===== src/shared/wdsw_pkg.sv =====
/*
   Constants, carriers and state type for the watchdog, sleep and wake
   controller. Assumes one device clock; timer and start-up counts are in its periods.
*/
package wdsw_pkg;
   // Status register placement and bit positions
   localparam logic [7:0] ADDR_CPU_STATUS_FLAGS = 8'h06;
   localparam int BIT_STACK_AVAIL = 5;
   localparam int BIT_GLOBAL_IRQ_DISABLE = 4;
   localparam int BIT_TIMEOUT = 3;
   localparam int BIT_POWERDOWN = 2;
   localparam int BIT_POWERON = 1;
   localparam int BIT_BROWNOUT = 0;
   localparam logic GLOBAL_IRQ_DISABLE_RST = 1'h1;
   localparam logic [7:0] UNMAPPED_READ = 8'h00;

   // Postscale select encodings
   localparam logic [1:0] PS_SEL_1 = 2'h3;
   localparam logic [1:0] PS_SEL_256 = 2'h2;
   localparam logic [1:0] PS_SEL_64 = 2'h1;
   localparam logic [1:0] PS_SEL_TIMER = 2'h0;
   // Last postscaler index before a timeout (postscale minus one)
   localparam logic [7:0] PS_LAST_1 = 8'h00;
   localparam logic [7:0] PS_LAST_64 = 8'h3F;
   localparam logic [7:0] PS_LAST_256 = 8'hFF;

   // Oscillator mode encodings
   localparam logic [1:0] OSC_LF = 2'h0;
   localparam logic [1:0] OSC_RC = 2'h1;
   localparam logic [1:0] OSC_XT = 2'h2;
   localparam logic [1:0] OSC_EC = 2'h3;

   // Timing, in device clock periods (Tosc), nanoseconds or milliseconds
   localparam int CLK_PERIOD_NS = 100;
   localparam int TIMER_OVF_TOSC = 65536;
   localparam int OST_TOSC = 1024;
   localparam int OST_CYCLES = OST_TOSC;
   localparam int POWERUP_DELAY_TIMER_MS = 96;
   localparam int WDT_NOMINAL_MS = 12;
   localparam logic [7:0] POWERUP_DELAY_TIMER_PS_LAST = 8'((POWERUP_DELAY_TIMER_MS / WDT_NOMINAL_MS) - 1);
   localparam int CNT_W = 16;
   localparam logic [15:0] TIMER_LAST = 16'(TIMER_OVF_TOSC - 1);

   // Wake-capable interrupt sources
   localparam int WAKE_EXT_PIN = 0;
   localparam int WAKE_PORTB_CHANGE = 1;
   localparam int WAKE_TIMER0_CLK = 2;
   localparam int WAKE_CAPTURE = 3;
   localparam int WAKE_SYNC_TX = 4;
   localparam int WAKE_SYNC_RX = 5;
   localparam int WAKE_ADC_DONE = 6;
   localparam int WAKE_SPI_SLAVE = 7;
   localparam int WAKE_I2C_SLAVE_RX = 8;
   localparam int WAKE_SRC_N = 9;

   typedef struct packed {
      logic [1:0] osc_mode;
      logic [1:0] watchdog_postscale_select;
   } wdsw_cfg_t;

   typedef struct packed {
      logic [WAKE_SRC_N-1:0] enable;
      logic [WAKE_SRC_N-1:0] flag;
   } wdsw_irq_t;

   typedef enum logic [2:0] {
      ST_POWERUP_DELAY_TIMER,
      ST_RESET,
      ST_RUN,
      ST_SLEEP,
      ST_OST
   } wdsw_state_t;
endpackage


===== src/hw/wdsw_top.sv =====
/*
   Watchdog timer, postscaler, power-up delay and sleep/wake sequencing.
   Assumes the core gives one-cycle pulses for executed sleep and
   watchdog-clear instructions, reset causes as levels or pulses, and a
   free-running watchdog RC oscillator level that is unrelated to CLK_IN.
*/
// Operation
// Plain timer counts on device clock
// Plain timer overflows every 65536 clocks
// Timer overflow clears timeout, no reset
// Watchdog-clear instruction sets timeout flag
// Plain timer holds during sleep
// Counter and postscaler not software accessible
// Watchdog chain doubles as power-up timer
// Sleep clears chain, powerdown, sets timeout
// Sleep stops oscillator, holds pins
// Watchdog reset internal, master clear undriven
// Resets and interrupts wake from sleep
// Only listed peripherals can wake
// Reset wake resets; interrupt wake resumes
// Powerdown set at power-up, cleared by sleep
// Watchdog timeout reset clears timeout flag
// Sleep prefetches next instruction
// Wake needs source enable, ignores global
// Vector after wake only if global enabled
// Pending enabled interrupt makes sleep wake immediately
// Watchdog counter cleared on every wake
// Crystal modes hold 1024 clocks on wake
// Software places no-op after sleep
// Postscale select sets watchdog mode
// Enabled watchdog overflow resets device
// RC oscillator domain synchronised before use
module wdsw_top #(
   parameter int WDT_CNT_W = 8
) (
   // Clock and reset
   input wire logic CLK_IN,
   input wire logic RST_N_IN,
   // Reset causes and configuration
   input wire logic POWER_ON_IN,
   input wire logic BROWN_OUT_IN,
   input wire logic MASTER_CLEAR_IN,
   input wire wdsw_pkg::wdsw_cfg_t CFG_IN,
   // Core events
   input wire logic SLEEP_EXEC_IN,
   input wire logic WATCHDOG_CLEAR_INSTR_IN,
   input wire logic STACK_AVAILABLE_IN,
   input wire wdsw_pkg::wdsw_irq_t IRQ_IN,
   // Watchdog RC oscillator
   input wire logic WDT_OSC_IN,
   // Register port
   input wire logic [7:0] REG_ADDR_IN,
   input wire logic [7:0] REG_WDATA_IN,
   input wire logic REG_WR_IN,
   input wire logic REG_RD_IN,
   output logic [7:0] REG_RDATA_OUT,
   // Core control
   output logic DEVICE_RESET_OUT,
   output logic CORE_HOLD_OUT,
   output logic SLEEP_OUT,
   output logic OSC_DRIVER_EN_OUT,
   output logic IO_HOLD_OUT,
   output logic PREFETCH_NEXT_OUT,
   output logic WAKE_RESUME_OUT,
   output logic VECTOR_REQ_OUT,
   output logic TIMER_OVF_OUT,
   output logic GLOBAL_IRQ_DISABLE_OUT
);

   wdsw_pkg::wdsw_state_t state_r;
   wdsw_pkg::wdsw_state_t state_nxt;
   logic [2:0] osc_sync_r;
   logic rc_tick;
   logic [15:0] cnt_r;
   logic [7:0] ps_r;
   logic [10:0] ost_r;
   logic timeout_flag_r;
   logic powerdown_flag_r;
   logic poweron_n_r;
   logic brownout_n_r;
   logic global_irq_disable_r;
   logic timer_mode;
   logic wd_mode;
   logic cnt_clear;
   logic cnt_adv;
   logic cnt_wrap;
   logic ps_done;
   logic wdt_timeout;
   logic timer_ovf;
   logic irq_pending;
   logic sleep_now;
   logic crystal;
   logic pwr_event;
   logic ext_reset;
   logic reg_wr_status;

   // Last postscaler index for a select code; shared by postscaler and timeout logic
   function automatic logic [7:0] ps_last(input logic [1:0] sel);
      logic [7:0] last;
      last = wdsw_pkg::PS_LAST_1;
      case (sel)
         wdsw_pkg::PS_SEL_256: last = wdsw_pkg::PS_LAST_256;
         wdsw_pkg::PS_SEL_64: last = wdsw_pkg::PS_LAST_64;
         default: last = wdsw_pkg::PS_LAST_1;
      endcase
      return last;
   endfunction

   // Low bits of the counter all ones: one watchdog counter period elapsed
   function automatic logic low_bits_full(input logic [15:0] c);
      logic full;
      full = &c[WDT_CNT_W-1:0];
      return full;
   endfunction

   // Mode decode from the postscale select field
   assign timer_mode = (CFG_IN.watchdog_postscale_select == wdsw_pkg::PS_SEL_TIMER);
   assign wd_mode = !timer_mode;
   assign crystal = (CFG_IN.osc_mode == wdsw_pkg::OSC_XT) ||
                    (CFG_IN.osc_mode == wdsw_pkg::OSC_LF);
   assign pwr_event = POWER_ON_IN || BROWN_OUT_IN;
   assign ext_reset = MASTER_CLEAR_IN;

   // Only the listed wake sources are wired in; others have no path here
   assign irq_pending = |(IRQ_IN.enable & IRQ_IN.flag);

   // Three flops on the RC level; only the second and third feed the edge detect
   always_ff @(posedge CLK_IN) begin
      if (!RST_N_IN) begin
         osc_sync_r <= 3'h0;
      end else begin
         osc_sync_r <= {osc_sync_r[1:0], WDT_OSC_IN};
      end
   end
   assign rc_tick = osc_sync_r[1] && !osc_sync_r[2];

   // Counter clock choice: device clock in plain timer run, none in its sleep, RC ticks in watchdog mode and power-up
   always_comb begin
      cnt_adv = 1'b0;
      case (state_r)
         wdsw_pkg::ST_POWERUP_DELAY_TIMER: cnt_adv = rc_tick;
         wdsw_pkg::ST_RUN: cnt_adv = timer_mode ? 1'b1 : rc_tick;
         wdsw_pkg::ST_SLEEP: cnt_adv = timer_mode ? 1'b0 : rc_tick;
         default: cnt_adv = 1'b0;
      endcase
   end

   // Wrap points: full 16 bits as a plain timer, low bits as a watchdog
   assign cnt_wrap = cnt_adv && ((state_r != wdsw_pkg::ST_POWERUP_DELAY_TIMER && timer_mode) ?
                     (cnt_r == wdsw_pkg::TIMER_LAST) : low_bits_full(cnt_r));
   assign ps_done = (state_r == wdsw_pkg::ST_POWERUP_DELAY_TIMER) ?
                    (ps_r == wdsw_pkg::POWERUP_DELAY_TIMER_PS_LAST) :
                    (ps_r == ps_last(CFG_IN.watchdog_postscale_select));
   assign timer_ovf = cnt_wrap && timer_mode && (state_r == wdsw_pkg::ST_RUN);
   assign wdt_timeout = cnt_wrap && wd_mode && ps_done &&
                        (state_r == wdsw_pkg::ST_RUN || state_r == wdsw_pkg::ST_SLEEP);

   // Sleep is only entered when no enabled source is already flagged
   assign sleep_now = (state_r == wdsw_pkg::ST_RUN) && SLEEP_EXEC_IN;

   // Next state; resets always win over wake and sleep
   always_comb begin
      state_nxt = state_r;
      case (state_r)
         wdsw_pkg::ST_POWERUP_DELAY_TIMER: begin
            if (cnt_wrap && ps_done) begin
               state_nxt = wdsw_pkg::ST_RUN;
            end
         end
         wdsw_pkg::ST_RESET: begin
            if (!ext_reset) begin
               state_nxt = wdsw_pkg::ST_RUN;
            end
         end
         wdsw_pkg::ST_RUN: begin
            if (wdt_timeout) begin
               state_nxt = wdsw_pkg::ST_RESET;
            end else if (SLEEP_EXEC_IN && !irq_pending) begin
               state_nxt = wdsw_pkg::ST_SLEEP;
            end
         end
         wdsw_pkg::ST_SLEEP: begin
            if (wdt_timeout) begin
               state_nxt = wdsw_pkg::ST_RESET;
            end else if (irq_pending) begin
               state_nxt = crystal ? wdsw_pkg::ST_OST : wdsw_pkg::ST_RUN;
            end
         end
         wdsw_pkg::ST_OST: begin
            if (ost_r == 11'(wdsw_pkg::OST_CYCLES - 1)) begin
               state_nxt = wdsw_pkg::ST_RUN;
            end
         end
         default: state_nxt = wdsw_pkg::ST_POWERUP_DELAY_TIMER;
      endcase
      // Power events restart the power-up delay; master clear resets directly
      if (pwr_event) begin
         state_nxt = wdsw_pkg::ST_POWERUP_DELAY_TIMER;
      end else if (ext_reset) begin
         state_nxt = wdsw_pkg::ST_RESET;
      end
   end

   // State register
   always_ff @(posedge CLK_IN) begin
      if (!RST_N_IN) begin
         state_r <= wdsw_pkg::ST_POWERUP_DELAY_TIMER;
      end else begin
         state_r <= state_nxt;
      end
   end

   // Chain clears: reset state, entry to power-up delay, sleep, watchdog-clear, and leaving sleep
   assign cnt_clear = (state_r == wdsw_pkg::ST_RESET) || sleep_now ||
                      (state_r == wdsw_pkg::ST_RUN && WATCHDOG_CLEAR_INSTR_IN) ||
                      (state_r == wdsw_pkg::ST_SLEEP && state_nxt != wdsw_pkg::ST_SLEEP) ||
                      (state_r != wdsw_pkg::ST_POWERUP_DELAY_TIMER && state_nxt == wdsw_pkg::ST_POWERUP_DELAY_TIMER);

   // Watchdog counter; no software path reaches it
   always_ff @(posedge CLK_IN) begin
      if (!RST_N_IN) begin
         cnt_r <= 16'h0000;
      end else if (cnt_clear) begin
         cnt_r <= 16'h0000;
      end else if (cnt_wrap) begin
         cnt_r <= 16'h0000;
      end else if (cnt_adv) begin
         cnt_r <= cnt_r + 16'h0001;
      end
   end

   // Postscaler counts watchdog periods; unused as a plain timer
   always_ff @(posedge CLK_IN) begin
      if (!RST_N_IN) begin
         ps_r <= 8'h00;
      end else if (cnt_clear) begin
         ps_r <= 8'h00;
      end else if (cnt_wrap && (wd_mode || state_r == wdsw_pkg::ST_POWERUP_DELAY_TIMER)) begin
         ps_r <= ps_done ? 8'h00 : ps_r + 8'h01;
      end
   end

   // Start-up delay counter for crystal modes
   always_ff @(posedge CLK_IN) begin
      if (!RST_N_IN) begin
         ost_r <= 11'h000;
      end else if (state_r == wdsw_pkg::ST_OST) begin
         ost_r <= ost_r + 11'h001;
      end else begin
         ost_r <= 11'h000;
      end
   end

   // Timeout flag; a hardware clear wins over a rearm in the same cycle
   always_ff @(posedge CLK_IN) begin
      if (!RST_N_IN) begin
         timeout_flag_r <= 1'b1;
      end else if (pwr_event) begin
         timeout_flag_r <= 1'b1;
      end else if (wdt_timeout || timer_ovf) begin
         timeout_flag_r <= 1'b0;
      end else if (sleep_now) begin
         timeout_flag_r <= 1'b1;
      end else if (state_r == wdsw_pkg::ST_RUN && WATCHDOG_CLEAR_INSTR_IN) begin
         timeout_flag_r <= 1'b1;
      end
   end

   // Powerdown flag; master clear leaves it as it was
   always_ff @(posedge CLK_IN) begin
      if (!RST_N_IN) begin
         powerdown_flag_r <= 1'b1;
      end else if (pwr_event) begin
         powerdown_flag_r <= 1'b1;
      end else if (state_r == wdsw_pkg::ST_RUN && WATCHDOG_CLEAR_INSTR_IN) begin
         powerdown_flag_r <= 1'b1;
      end else if (sleep_now) begin
         powerdown_flag_r <= 1'b0;
      end
   end

   // Status write decode
   assign reg_wr_status = REG_WR_IN && (REG_ADDR_IN == wdsw_pkg::ADDR_CPU_STATUS_FLAGS);

   // Reset-cause bits: software sets them, the matching event clears and wins
   always_ff @(posedge CLK_IN) begin
      if (!RST_N_IN) begin
         poweron_n_r <= 1'b0;
         brownout_n_r <= 1'b1;
      end else begin
         if (POWER_ON_IN) begin
            poweron_n_r <= 1'b0;
         end else if (reg_wr_status && REG_WDATA_IN[wdsw_pkg::BIT_POWERON]) begin
            poweron_n_r <= 1'b1;
         end
         if (BROWN_OUT_IN) begin
            brownout_n_r <= 1'b0;
         end else if (reg_wr_status && REG_WDATA_IN[wdsw_pkg::BIT_BROWNOUT]) begin
            brownout_n_r <= 1'b1;
         end
      end
   end

   // Global interrupt disable: written by software, set by any reset
   always_ff @(posedge CLK_IN) begin
      if (!RST_N_IN) begin
         global_irq_disable_r <= wdsw_pkg::GLOBAL_IRQ_DISABLE_RST;
      end else if (pwr_event || ext_reset || wdt_timeout) begin
         global_irq_disable_r <= wdsw_pkg::GLOBAL_IRQ_DISABLE_RST;
      end else if (reg_wr_status) begin
         global_irq_disable_r <= REG_WDATA_IN[wdsw_pkg::BIT_GLOBAL_IRQ_DISABLE];
      end
   end

   // Read data one cycle after the strobe; counter and postscaler have no address
   always_ff @(posedge CLK_IN) begin
      if (!RST_N_IN) begin
         REG_RDATA_OUT <= wdsw_pkg::UNMAPPED_READ;
      end else if (REG_RD_IN && REG_ADDR_IN == wdsw_pkg::ADDR_CPU_STATUS_FLAGS) begin
         REG_RDATA_OUT <= {2'h0, STACK_AVAILABLE_IN, global_irq_disable_r,
                           timeout_flag_r, powerdown_flag_r,
                           poweron_n_r, brownout_n_r};
      end else begin
         REG_RDATA_OUT <= wdsw_pkg::UNMAPPED_READ;
      end
   end

   // Reset and hold levels follow the next state so they line up with it;
   // the watchdog reset is an internal level only, master clear stays undriven
   always_ff @(posedge CLK_IN) begin
      if (!RST_N_IN) begin
         DEVICE_RESET_OUT <= 1'b1;
         CORE_HOLD_OUT <= 1'b1;
      end else begin
         DEVICE_RESET_OUT <= (state_nxt == wdsw_pkg::ST_POWERUP_DELAY_TIMER) ||
                             (state_nxt == wdsw_pkg::ST_RESET);
         CORE_HOLD_OUT <= (state_nxt != wdsw_pkg::ST_RUN);
      end
   end

   // Sleep outputs: oscillator off and pins frozen while asleep
   always_ff @(posedge CLK_IN) begin
      if (!RST_N_IN) begin
         SLEEP_OUT <= 1'b0;
         OSC_DRIVER_EN_OUT <= 1'b1;
         IO_HOLD_OUT <= 1'b0;
      end else begin
         SLEEP_OUT <= (state_nxt == wdsw_pkg::ST_SLEEP);
         OSC_DRIVER_EN_OUT <= (state_nxt != wdsw_pkg::ST_SLEEP);
         IO_HOLD_OUT <= (state_nxt == wdsw_pkg::ST_SLEEP);
      end
   end

   // Event pulses toward the core
   always_ff @(posedge CLK_IN) begin
      if (!RST_N_IN) begin
         PREFETCH_NEXT_OUT <= 1'b0;
         WAKE_RESUME_OUT <= 1'b0;
         VECTOR_REQ_OUT <= 1'b0;
         TIMER_OVF_OUT <= 1'b0;
      end else begin
         PREFETCH_NEXT_OUT <= sleep_now && !wdt_timeout && !pwr_event && !ext_reset;
         // Resume covers the wake itself and the immediate-wake case
         WAKE_RESUME_OUT <= !pwr_event && !ext_reset &&
            ((state_r == wdsw_pkg::ST_SLEEP && state_nxt == wdsw_pkg::ST_RUN) ||
             (state_r == wdsw_pkg::ST_OST && state_nxt == wdsw_pkg::ST_RUN) ||
             (sleep_now && irq_pending && !wdt_timeout));
         // The core runs the prefetched instruction first, then takes the vector
         VECTOR_REQ_OUT <= !pwr_event && !ext_reset && !global_irq_disable_r &&
            ((state_r == wdsw_pkg::ST_SLEEP && state_nxt == wdsw_pkg::ST_RUN) ||
             (state_r == wdsw_pkg::ST_OST && state_nxt == wdsw_pkg::ST_RUN) ||
             (sleep_now && irq_pending && !wdt_timeout));
         TIMER_OVF_OUT <= timer_ovf && !pwr_event && !ext_reset;
      end
   end

   // Mirror of the global disable for the interrupt logic
   always_ff @(posedge CLK_IN) begin
      if (!RST_N_IN) begin
         GLOBAL_IRQ_DISABLE_OUT <= wdsw_pkg::GLOBAL_IRQ_DISABLE_RST;
      end else if (pwr_event || ext_reset || wdt_timeout) begin
         GLOBAL_IRQ_DISABLE_OUT <= wdsw_pkg::GLOBAL_IRQ_DISABLE_RST;
      end else if (reg_wr_status) begin
         GLOBAL_IRQ_DISABLE_OUT <= REG_WDATA_IN[wdsw_pkg::BIT_GLOBAL_IRQ_DISABLE];
      end
   end

endmodule


===== config.mk =====
export PLATFORM = sky130hd
export DESIGN_NAME = wdsw_top
export DESIGN_NICKNAME = d
export VERILOG_FILES = /design/src/shared/wdsw_pkg.sv /design/src/hw/wdsw_top.sv
export SDC_FILE = /design/constraint.sdc
export NUM_CORES = 1
export LEC_CHECK = 0
export ABC_AREA = 1
export BUFFER_PORTS_ARGS = -buffer_cell sky130_fd_sc_hd__buf_2
export CAP_MARGIN = 20
export CORE_ASPECT_RATIO = 1.75
export CORE_MARGIN = 1.5
export CORE_UTILIZATION = 40
export CTS_BUF_LIST = sky130_fd_sc_hd__clkbuf_4
export CTS_CLUSTER_DIAMETER = 80
export DETAILED_ROUTE_END_ITERATION = 6
export PLACE_DENSITY_LB_ADDON = 0.08
export SLEW_MARGIN = 30
export SYNTH_ARGS = -nofsm -noshare
export SYNTH_HDL_FRONTEND = slang
export SYNTH_SLANG_ARGS = --single-unit

===== constraint.sdc =====
create_clock -name CLK_IN -period 2.78 [get_ports CLK_IN]
set_input_delay 0.139 -clock CLK_IN [delete_from_list [all_inputs] [get_ports CLK_IN]]
set_output_delay 0.139 -clock CLK_IN [all_outputs]
set_load 0.005 [all_outputs]

==> key figures, run 1 <==
Pwr
  • PnR Total Power: 1.643 mW
  • Peak VDD IR: 0.0003294 V
  • Power Density: about 460 nW/um^2
  • P_leak: 1.558 nW

STA
  • Tmin final: 2.314 ns
  • Worst-Margin Slew: 0.6950 ns
  • Relative slew slack: 53.24%
  • Unrepaired setup endpoints after global routing: false
  • Fmax: 0.4322 GHz
  • Tcrit/Tclk final: a little over four fifths
  • Slew Limit Fails: 0
  • Setup_tns: 0 ns
  • Fin worst setup slack: 0.4660 ns
  • Final Skew: roughly 0.012 ns
  • Hold Fails Final Rpt: 0
  • Setup-failing EPs final: 0

Min path
  • Worst Hold Class: in2reg

Drt
  • Number of routed nets with antenna violations: 0
  • Final WL: between 6 and 7 mm
  • Iteration-0 DRC Markers: roughly 110
  • DR WL/cell: 11.30 um
  • # DRC: 0
  • DR pass1 iterations: 4
  • Vias: 2,680
  • Drt via density: 4.685

Place
  • Post-DP HPWL: 5.118 mm
  • RePlAce Congestion: 0.8304
  • Area after DPL: 3334 um^2
  • Dpl ws: between 0.4 and 0.5 ns
  • IO Port Bufs: 58

Yosys
  • Syn. warnings: 0
  • Yosys top cell area share: 40.44%
  • Yosys cell types: 37
  • Cell taking the most area after synthesis: dfxtp_1
  • Post-Syn Area: about 3000 um^2
  • Synth top area cells: dfxtp_1 40%, nand2_1 11%, inv_1 8.2%
  • Sequential area share after synthesis: 40.44%
  • Mapped Avg Cell Area: 7.298 um^2
  • Register bit count reported by yosys: 60
  • Synth Instances: ~410

Setup path
  • Critical path class: reg2reg
  • Delay-heaviest family, CP: simple AND/OR/NAND/NOR gates
  • Worst EP arrival: 2.67 ns
  • Slowest-stage cell, CP: dfxtp_1
  • Reg2Reg Setup Slack: 0.47 ns
  • WP data required: 3.13 ns
  • CP Buf/Inv Count: 1
  • Crit Path Max Fanout: 16
  • Critical-path cell list: ha_1 -> nand2_1 -> nor2_1 -> nand2_1 -> nor2_2 -> nand2_4 -> nor2_1 -> nand3_1 -> nand2_1 -> inv_1 -> nand2_2 -> nand2_4 -> o21bai_4 -> nand4_4 -> nor2_1
  • CP max stage delay: 0.38 ns
  • Worst setup SP type: flop
  • CP Capture Type: flop

Layout
  • Final net count: 534
  • Share of cells above drive strength 1: a little over a fifth
  • Design area: roughly 3600 um^2
  • Fillers: around 760
  • Synthesis-to-layout area growth: 20.22%

Floorplanning
  • DIE HEIGHT: 117.0 um
  • I/O pin total: 67
  • Cell Rows: a little over 40
  • Initial Utilization: 41.36%
  • Horiz. Die Dim: 68.14 um
  • Area of the core: around 7200 um^2
  • Total die area: around 8000 um^2

Global routing
  • Largest net degree at the start of global routing: 17
  • Initial antenna violation count: 0
  • Number of global-route vias before repair: 2,743
  • GRT Total Usage: 18.40%
  • First-pass GRT wire length: 11.02 mm
  • GRT Residual Overflow: 0

Outcome
  • Status: complete, no violations

Clock network
  • Clock sink count: 60
  • Total setup buffers inserted after CTS: 0
  • CTS H-tree lvls: 3
  • CTS tree: done
  • Clock-pin slew on the worst setup and hold paths: 0.09 ns
  • Clk_lat worst skew: 0.43 ns
  • CTS Buffer Depth: 2
  • Total CTS buffers: 9
  • CTS root buf: clkbuf_4

Run
  • Number of max-cap violations: 0
## Yosys cell counts, drive strengths merged
master and instances:
or2 2, o21ai 5, o22ai 1, clkbuf 1, o21a 1, nor3b 3, buf 4, ha 5
xor2 10, nor3 10, a31oi 1, conb 1, a211oi 3, a21oi 21, clkinv 1, nor2 68
nand2 90, nand4 8, nand3b 4, nor4 3, dfxtp 60, o211ai 2, a311o 1, o21bai 1
nand3 23, mux2i 1, inv 67, xnor2 10
## layout by cell type, fill, tap and decap left out, types with 3 or more instances in the layout
master and n:
nand3b_1 4, xor2_1 10, clkbuf_4 10, nand3_1 20, nand2_4 4, inv_1 65
nor3_1 10, nand2_1 84, nand4_1 6, ha_1 5, o21ai_0 5, dfxtp_1 60
nor4_1 3, buf_2 58, nand3_2 3, clkinv_2 3, a211oi_1 3, nor2_1 52
a21oi_1 21, xnor2_1 10, dlygate4sd3_1 8, nor2_2 15, nor3b_1 3
## cell type report
cell class,count,area [um^2],share of cell area [%]
clock buffer,10,75.07,2.102
timing repair buffer,66,370.4,10.37
antenna,1,2.502,0.07008
inverter,68,255.2,7.148
tap,86,107.6,3.013
clock inverter,6,78.83,2.207
multi-input combinational,275,1480,41.45
sequential,60,1201,33.64
## logic make-up (layout without fill, tap and decap cells)
| logic type | count (synthesis) | in the layout | synth area share, % |
|---|---|---|---|
| flops | 60 | 60 | 40.44 |
| compound gates | 36 | 36 | 7.287 |
| xor+xnor | 20 | 20 | 5.897 |
| simple gates | 211 | 211 | 33.95 |
| buf+inv | 73 | 150 | 9.856 |
| other cells | 1 | 3 | 0.1262 |
| fa+ha+maj | 5 | 5 | 2.106 |
| mux | 1 | 1 | 0.3370 |
## registers in the layout, indices dropped and copies added (netlist names), 3 cells and up
signal,cells
state_r,3
REG_RDATA_OUT,6
osc_sync_r,3
ost_r,11
ps_r,8
cnt_r,16
## power breakdown
group | internal [mW] | switching, mW | leakage [nW] | total (mW)
logic | 0.0440 | 0.0523 | 0.986 | 0.0963
clock network | 0.367 | 0.313 | 0.0876 | 0.681
registers | 0.863 | 0.00274 | 0.484 | 0.866
## worst paths after layout
path	from	end	cells past startpoint
max	cnt_r[0]	cnt_r[14]	15
min	SLEEP_EXEC_IN	PREFETCH_NEXT_OUT	3
max reg2reg	cnt_r[0]	cnt_r[14]	15
min reg2reg	osc_sync_r[0]	osc_sync_r[1]	2
## worst register-to-register path: stages (launching register included)
cell	delay (ns)
dfxtp_1	0.38
ha_1	0.18
nand2_1	0.06
nor2_1	0.12
nand2_1	0.10
nor2_2	0.16
nand2_4	0.08
nor2_1	0.15
nand3_1	0.11
nand2_1	0.07
inv_1	0.05
nand2_2	0.06
nand2_4	0.08
o21bai_4	0.18
nand4_4	0.30
nor2_1	0.18
## per-stage QoR
| step | hold WS (ns) | cells | utilization, % |
|---|---|---|---|
| after detailed placement | 0.3334 | 547 | 46.43 |
| after global routing | 0.03483 | 571 | 49.69 |
| final | 0.02731 | 572 | 49.72 |
| after global placement | 0.3308 | 547 | 46.43 |
| after CTS | 0.005224 | 571 | 49.69 |
| after floorplan | 0.2079 | 408 | - |
## layer usage
layer / track usage (%) / wire length [um] / up-vias
li1: - / - / 1418
met1: 16.75 / 2433 / 1202
met2: 34.76 / 3586 / 43
met3: 4.207 / 203 / 17
met4: 11.73 / 242 / 0
met5: 0 / 0 / -
## timing repair
item | CTS | global route
hold endpoints to repair | 7 | 0
endpoints found under the setup margin | 0 | 0
resized for setup | 0 | 0
hold buffers | 8 | 0
Power figures use the tool's default switching activity.
==> run 2, diff against run 1 <==
--- a/config.mk
+++ b/config.mk
@@ -5,7 +5,7 @@
 export SDC_FILE = /design/constraint.sdc
 export NUM_CORES = 1
 export LEC_CHECK = 0
-export ABC_AREA = 1
+export ABC_AREA = 0
 export BUFFER_PORTS_ARGS = -buffer_cell sky130_fd_sc_hd__buf_2
 export CAP_MARGIN = 20
 export CORE_ASPECT_RATIO = 1.75
==> constraint.sdc (replaced) <==
create_clock -name CLK_IN -period 2.29 [get_ports CLK_IN]
set_input_delay 0.1145 -clock CLK_IN [delete_from_list [all_inputs] [get_ports CLK_IN]]
set_output_delay 0.1145 -clock CLK_IN [all_outputs]
set_load 0.005 [all_outputs]
==> key figures, run 2 <==
Outcome
  • Status: finished with violations
  • Failing checks: setup timing

Clock network
  • CTS tree: done
  • Total CTS buffers: 9 (unchanged)
  • Clock sink count: 60 (unchanged)
  • Clk_lat worst skew: 0.45 ns (+0.02 ns)
  • CTS root buf: clkbuf_4
  • Clock-pin slew on the worst setup and hold paths: 0.12 ns (+0.03 ns)
  • CTS H-tree lvls: 3 (unchanged)
  • CTS Buffer Depth: 2 (unchanged)

Global routing
  • GRT Total Usage: 20.46% (+2.1 points)
  • Number of global-route vias before repair: 2,679 (-2.3%)
  • Largest net degree at the start of global routing: 23 (+6)
  • Initial antenna violation count: 0 (unchanged)
  • First-pass GRT wire length: 12.08 mm (+9.6%)
  • GRT Residual Overflow: 0 (unchanged)

Layout
  • Top Registers: cnt_r: 16 flops, ost_r: 11 flops, ps_r: 8 flops
  • Commonest non-fill, non-tap cells in the layout: 58 x buf_2, 57 x dfxtp_1, 54 x buf_4, 35 x nand2_1, 31 x nor2_1
  • Fillers: 689 (-9.1%)
  • Max reg flops: 16 (unchanged)
  • Share of cells above drive strength 1: 35.23% (+14 points)
  • Commonest non-fill, non-tap cell in the layout: buf_2
  • Top reg by flops: cnt_r
  • Storage element area: 1210 um^2 (+0.73%)
  • Synthesis-to-layout area growth: 36.66%
  • Final net count: 506 (-5.2%)
  • Antenna Cells: 0 (-1)
  • Design area: 4030 um^2 (+13%)
  • Multi-input gate area: 1694 um^2 (+14%)

Pwr
  • P_leak: 1.618 nW (+3.8%)
  • Peak VDD IR: 0.0003534 V (+7.3%)
  • Power Density: 491.3 nW/um^2 (+6.8%)

Setup path
  • CP Capture Type: flop
  • Critical path class: reg2reg
  • WP data required: 2.62 ns (-0.51 ns)
  • Crit Path Max Fanout: 22 (+6)
  • CP max stage delay: 0.40 ns (+0.02 ns)
  • Worst EP arrival: 2.72 ns (+0.05 ns)
  • Worst setup SP type: flop
  • Worst R2R Path Depth: 8 (-7)
  • Delay-heaviest family, CP: compound AO/OA/AOI/OAI gates
  • Critical Path Stages: 8 (-7)
  • Slowest-stage cell, CP: or3b_4
  • CP Buf/Inv Count: 1 (unchanged)
  • Critical-path cell list: or3b_4 -> a31oi_4 -> nand3_4 -> o311a_1 -> a211o_1 -> nor4_4 -> buf_12 -> nor4_1

Floorplanning
  • Horiz. Die Dim: 67.91 um (-0.34%)
  • Total die area: 7917 um^2 (-0.69%)
  • I/O pin total: 67 (unchanged)
  • Initial Utilization: 41.06% (-0.30 points)
  • Cell Rows: 41 (unchanged)
  • DIE HEIGHT: 116.6 um (-0.35%)
  • Area of the core: 7182 um^2 (unchanged)

STA
  • Fin worst setup slack: -0.1025 ns (-0.5685 ns)
  • Hold Fails Final Rpt: 0 (unchanged)
  • Final Skew: 0.01271 ns (+0.0009201 ns)
  • Tcrit/Tclk final: 104.5% (+21 points)
  • Worst-Margin Slew: 0.5019 ns (-0.1930 ns)
  • Unrepaired setup endpoints after global routing: true
  • Fmax: 0.4180 GHz (-3.3%)
  • Relative slew slack: 66.31% (+13 points)
  • Tmin final: 2.392 ns (+0.07851 ns)
  • Hold WS: 0.1331 ns (+0.1058 ns)
  • Slew Limit Fails: 0 (unchanged)
  • Setup-failing EPs final: 25 (+25)

Drt
  • Iteration-0 DRC Markers: 134 (+21%)
  • Vias: 2,782 (+3.8%)
  • DR pass1 iterations: 4 (unchanged)
  • Final WL: 7.523 mm (+16%)
  • DR WL/cell: 13.85 um (+23%)
  • # DRC: 0 (unchanged)
  • Number of routed nets with antenna violations: 0 (unchanged)
  • Drt via density: 5.123 (+9.3%)

Yosys
  • Post-Syn Area: 2949 um^2 (-0.72%)
  • Yosys top cell area share: 40.73% (+0.29 points)
  • Yosys cell types: 54 (+46%)
  • Predominant post-synthesis flop cell: dfxtp_1
  • Syn. warnings: 0 (unchanged)
  • Most frequent cell after synthesis: dfxtp_1
  • Synth top area cells: dfxtp_1 41%, xor2_1 4.8%, nand2_1 4.5%
  • Register bit count reported by yosys: 60 (unchanged)
  • Number of enable flip-flop cells after synthesis: 0 (unchanged)
  • Synth Instances: 331 (-19%)
  • Synth cell count leaders: 60 x dfxtp_1, 35 x nand2_1, 31 x nor2_1
  • Asr flop ratio synth: 0% (unchanged)
  • Sequential area share after synthesis: 40.73% (+0.29 points)
  • Cell taking the most area after synthesis: dfxtp_1
  • Mapped Avg Cell Area: 8.910 um^2 (+22%)

Place
  • Area after DPL: 3687 um^2 (+11%)
  • IO Port Bufs: 58 (unchanged)
  • RePlAce Congestion: 0.8366 (+0.75%)
  • Post-DP HPWL: 5.532 mm (+8.1%)

Run
  • Number of max-cap violations: 0 (unchanged)

Min path
  • Worst Hold Class: in2reg
  • Hold depth: 4 (+1)
-- run 2: changes by cell type after synthesis, sizes merged, moves of 6 or more --
cell / delta
xor2: +6
and3: +8
inv: -62
nor2: -37
nor4: +22
nand2: -55
clkbuf: +8
and2: +14
a21oi: -12
-- run 2: worst reg2reg max path, cell delays in order (launching register included) --
cell     delay (ns)
dfxtp_4        0.38
or3b_4         0.40
a31oi_4        0.21
nand3_4        0.08
o311a_1        0.34
a211o_1        0.31
nor4_4         0.24
buf_12         0.22
nor4_1         0.09
-- run 2: where the power goes --
group	switching, mW	leakage (nW)	total [mW]	internal (mW)
Combinational	0.0678	1.06	0.148	0.0798
Clock	0.446	0.0725	0.783	0.336
Sequential	0.00344	0.486	1.05	1.05
Total	0.518	1.62	1.98	1.46
-- run 2: worst paths after layout --
kind                      start                   end  slack [ns]
hold reg to reg   osc_sync_r[0]         osc_sync_r[1]        0.47
hold / removal        REG_WR_IN  global_irq_disable_r        0.13
setup / recovery     state_r[0]               ps_r[4]       -0.10
setup reg to reg     state_r[0]               ps_r[4]       -0.10
-- run 2: final cells by class --
class	count	share of cell area, %
Inverter	5	0.4657
Timing Repair Buffer	126	21.24
Clock buffer	9	1.676
Sequential cell	60	30.02
Clock inverter	7	1.894
Tap cell	86	2.670
Multi-Input combinational cell	250	42.04
-- run 2: kinds of logic after synthesis --
kind of cell / share of synthesized area, %
mux: 1.018
xor+xnor: 8.018
flops: 40.73
buf+inv: 3.988
simple gates: 35.13
other cells: 0.1272
compound gates: 8.868
fa+ha+maj: 2.121
-- run 2: repair_timing --
item,in CTS,in global routing
hold buffers,12,0
setup buffers,1,1
gates cloned,0,0
gates resized for setup,6,9
hold endpoints to repair,8,0
pin swaps,1,3
setup endpoints to repair,25,27
-- run 2: through the flow --
stage	power (mW)	std cells	setup slack, ns	setup TNS [ns]	util [%]
2_1_floorplan	1.136	332	-0.1755	-3.171	-
4_1_cts	2.000	542	-0.1020	-1.763	55.40
6_report	1.980	543	-0.1025	-1.799	56.12
3_5_place_dp	1.204	513	-0.1278	-2.226	51.34
3_3_place_gp	1.203	513	-0.09529	-1.491	51.34
5_1_grt	2.062	543	-0.1901	-3.588	56.12
-- run 2: layer usage --
| layer | part of all wire [%] | global-route usage, % |
|---|---|---|
| met5 | 0 | 0 |
| met2 | 53 | 36.01 |
| met1 | 39 | 21.68 |
| met3 | 5.0 | 6.069 |
| met4 | 2.5 | 9.867 |
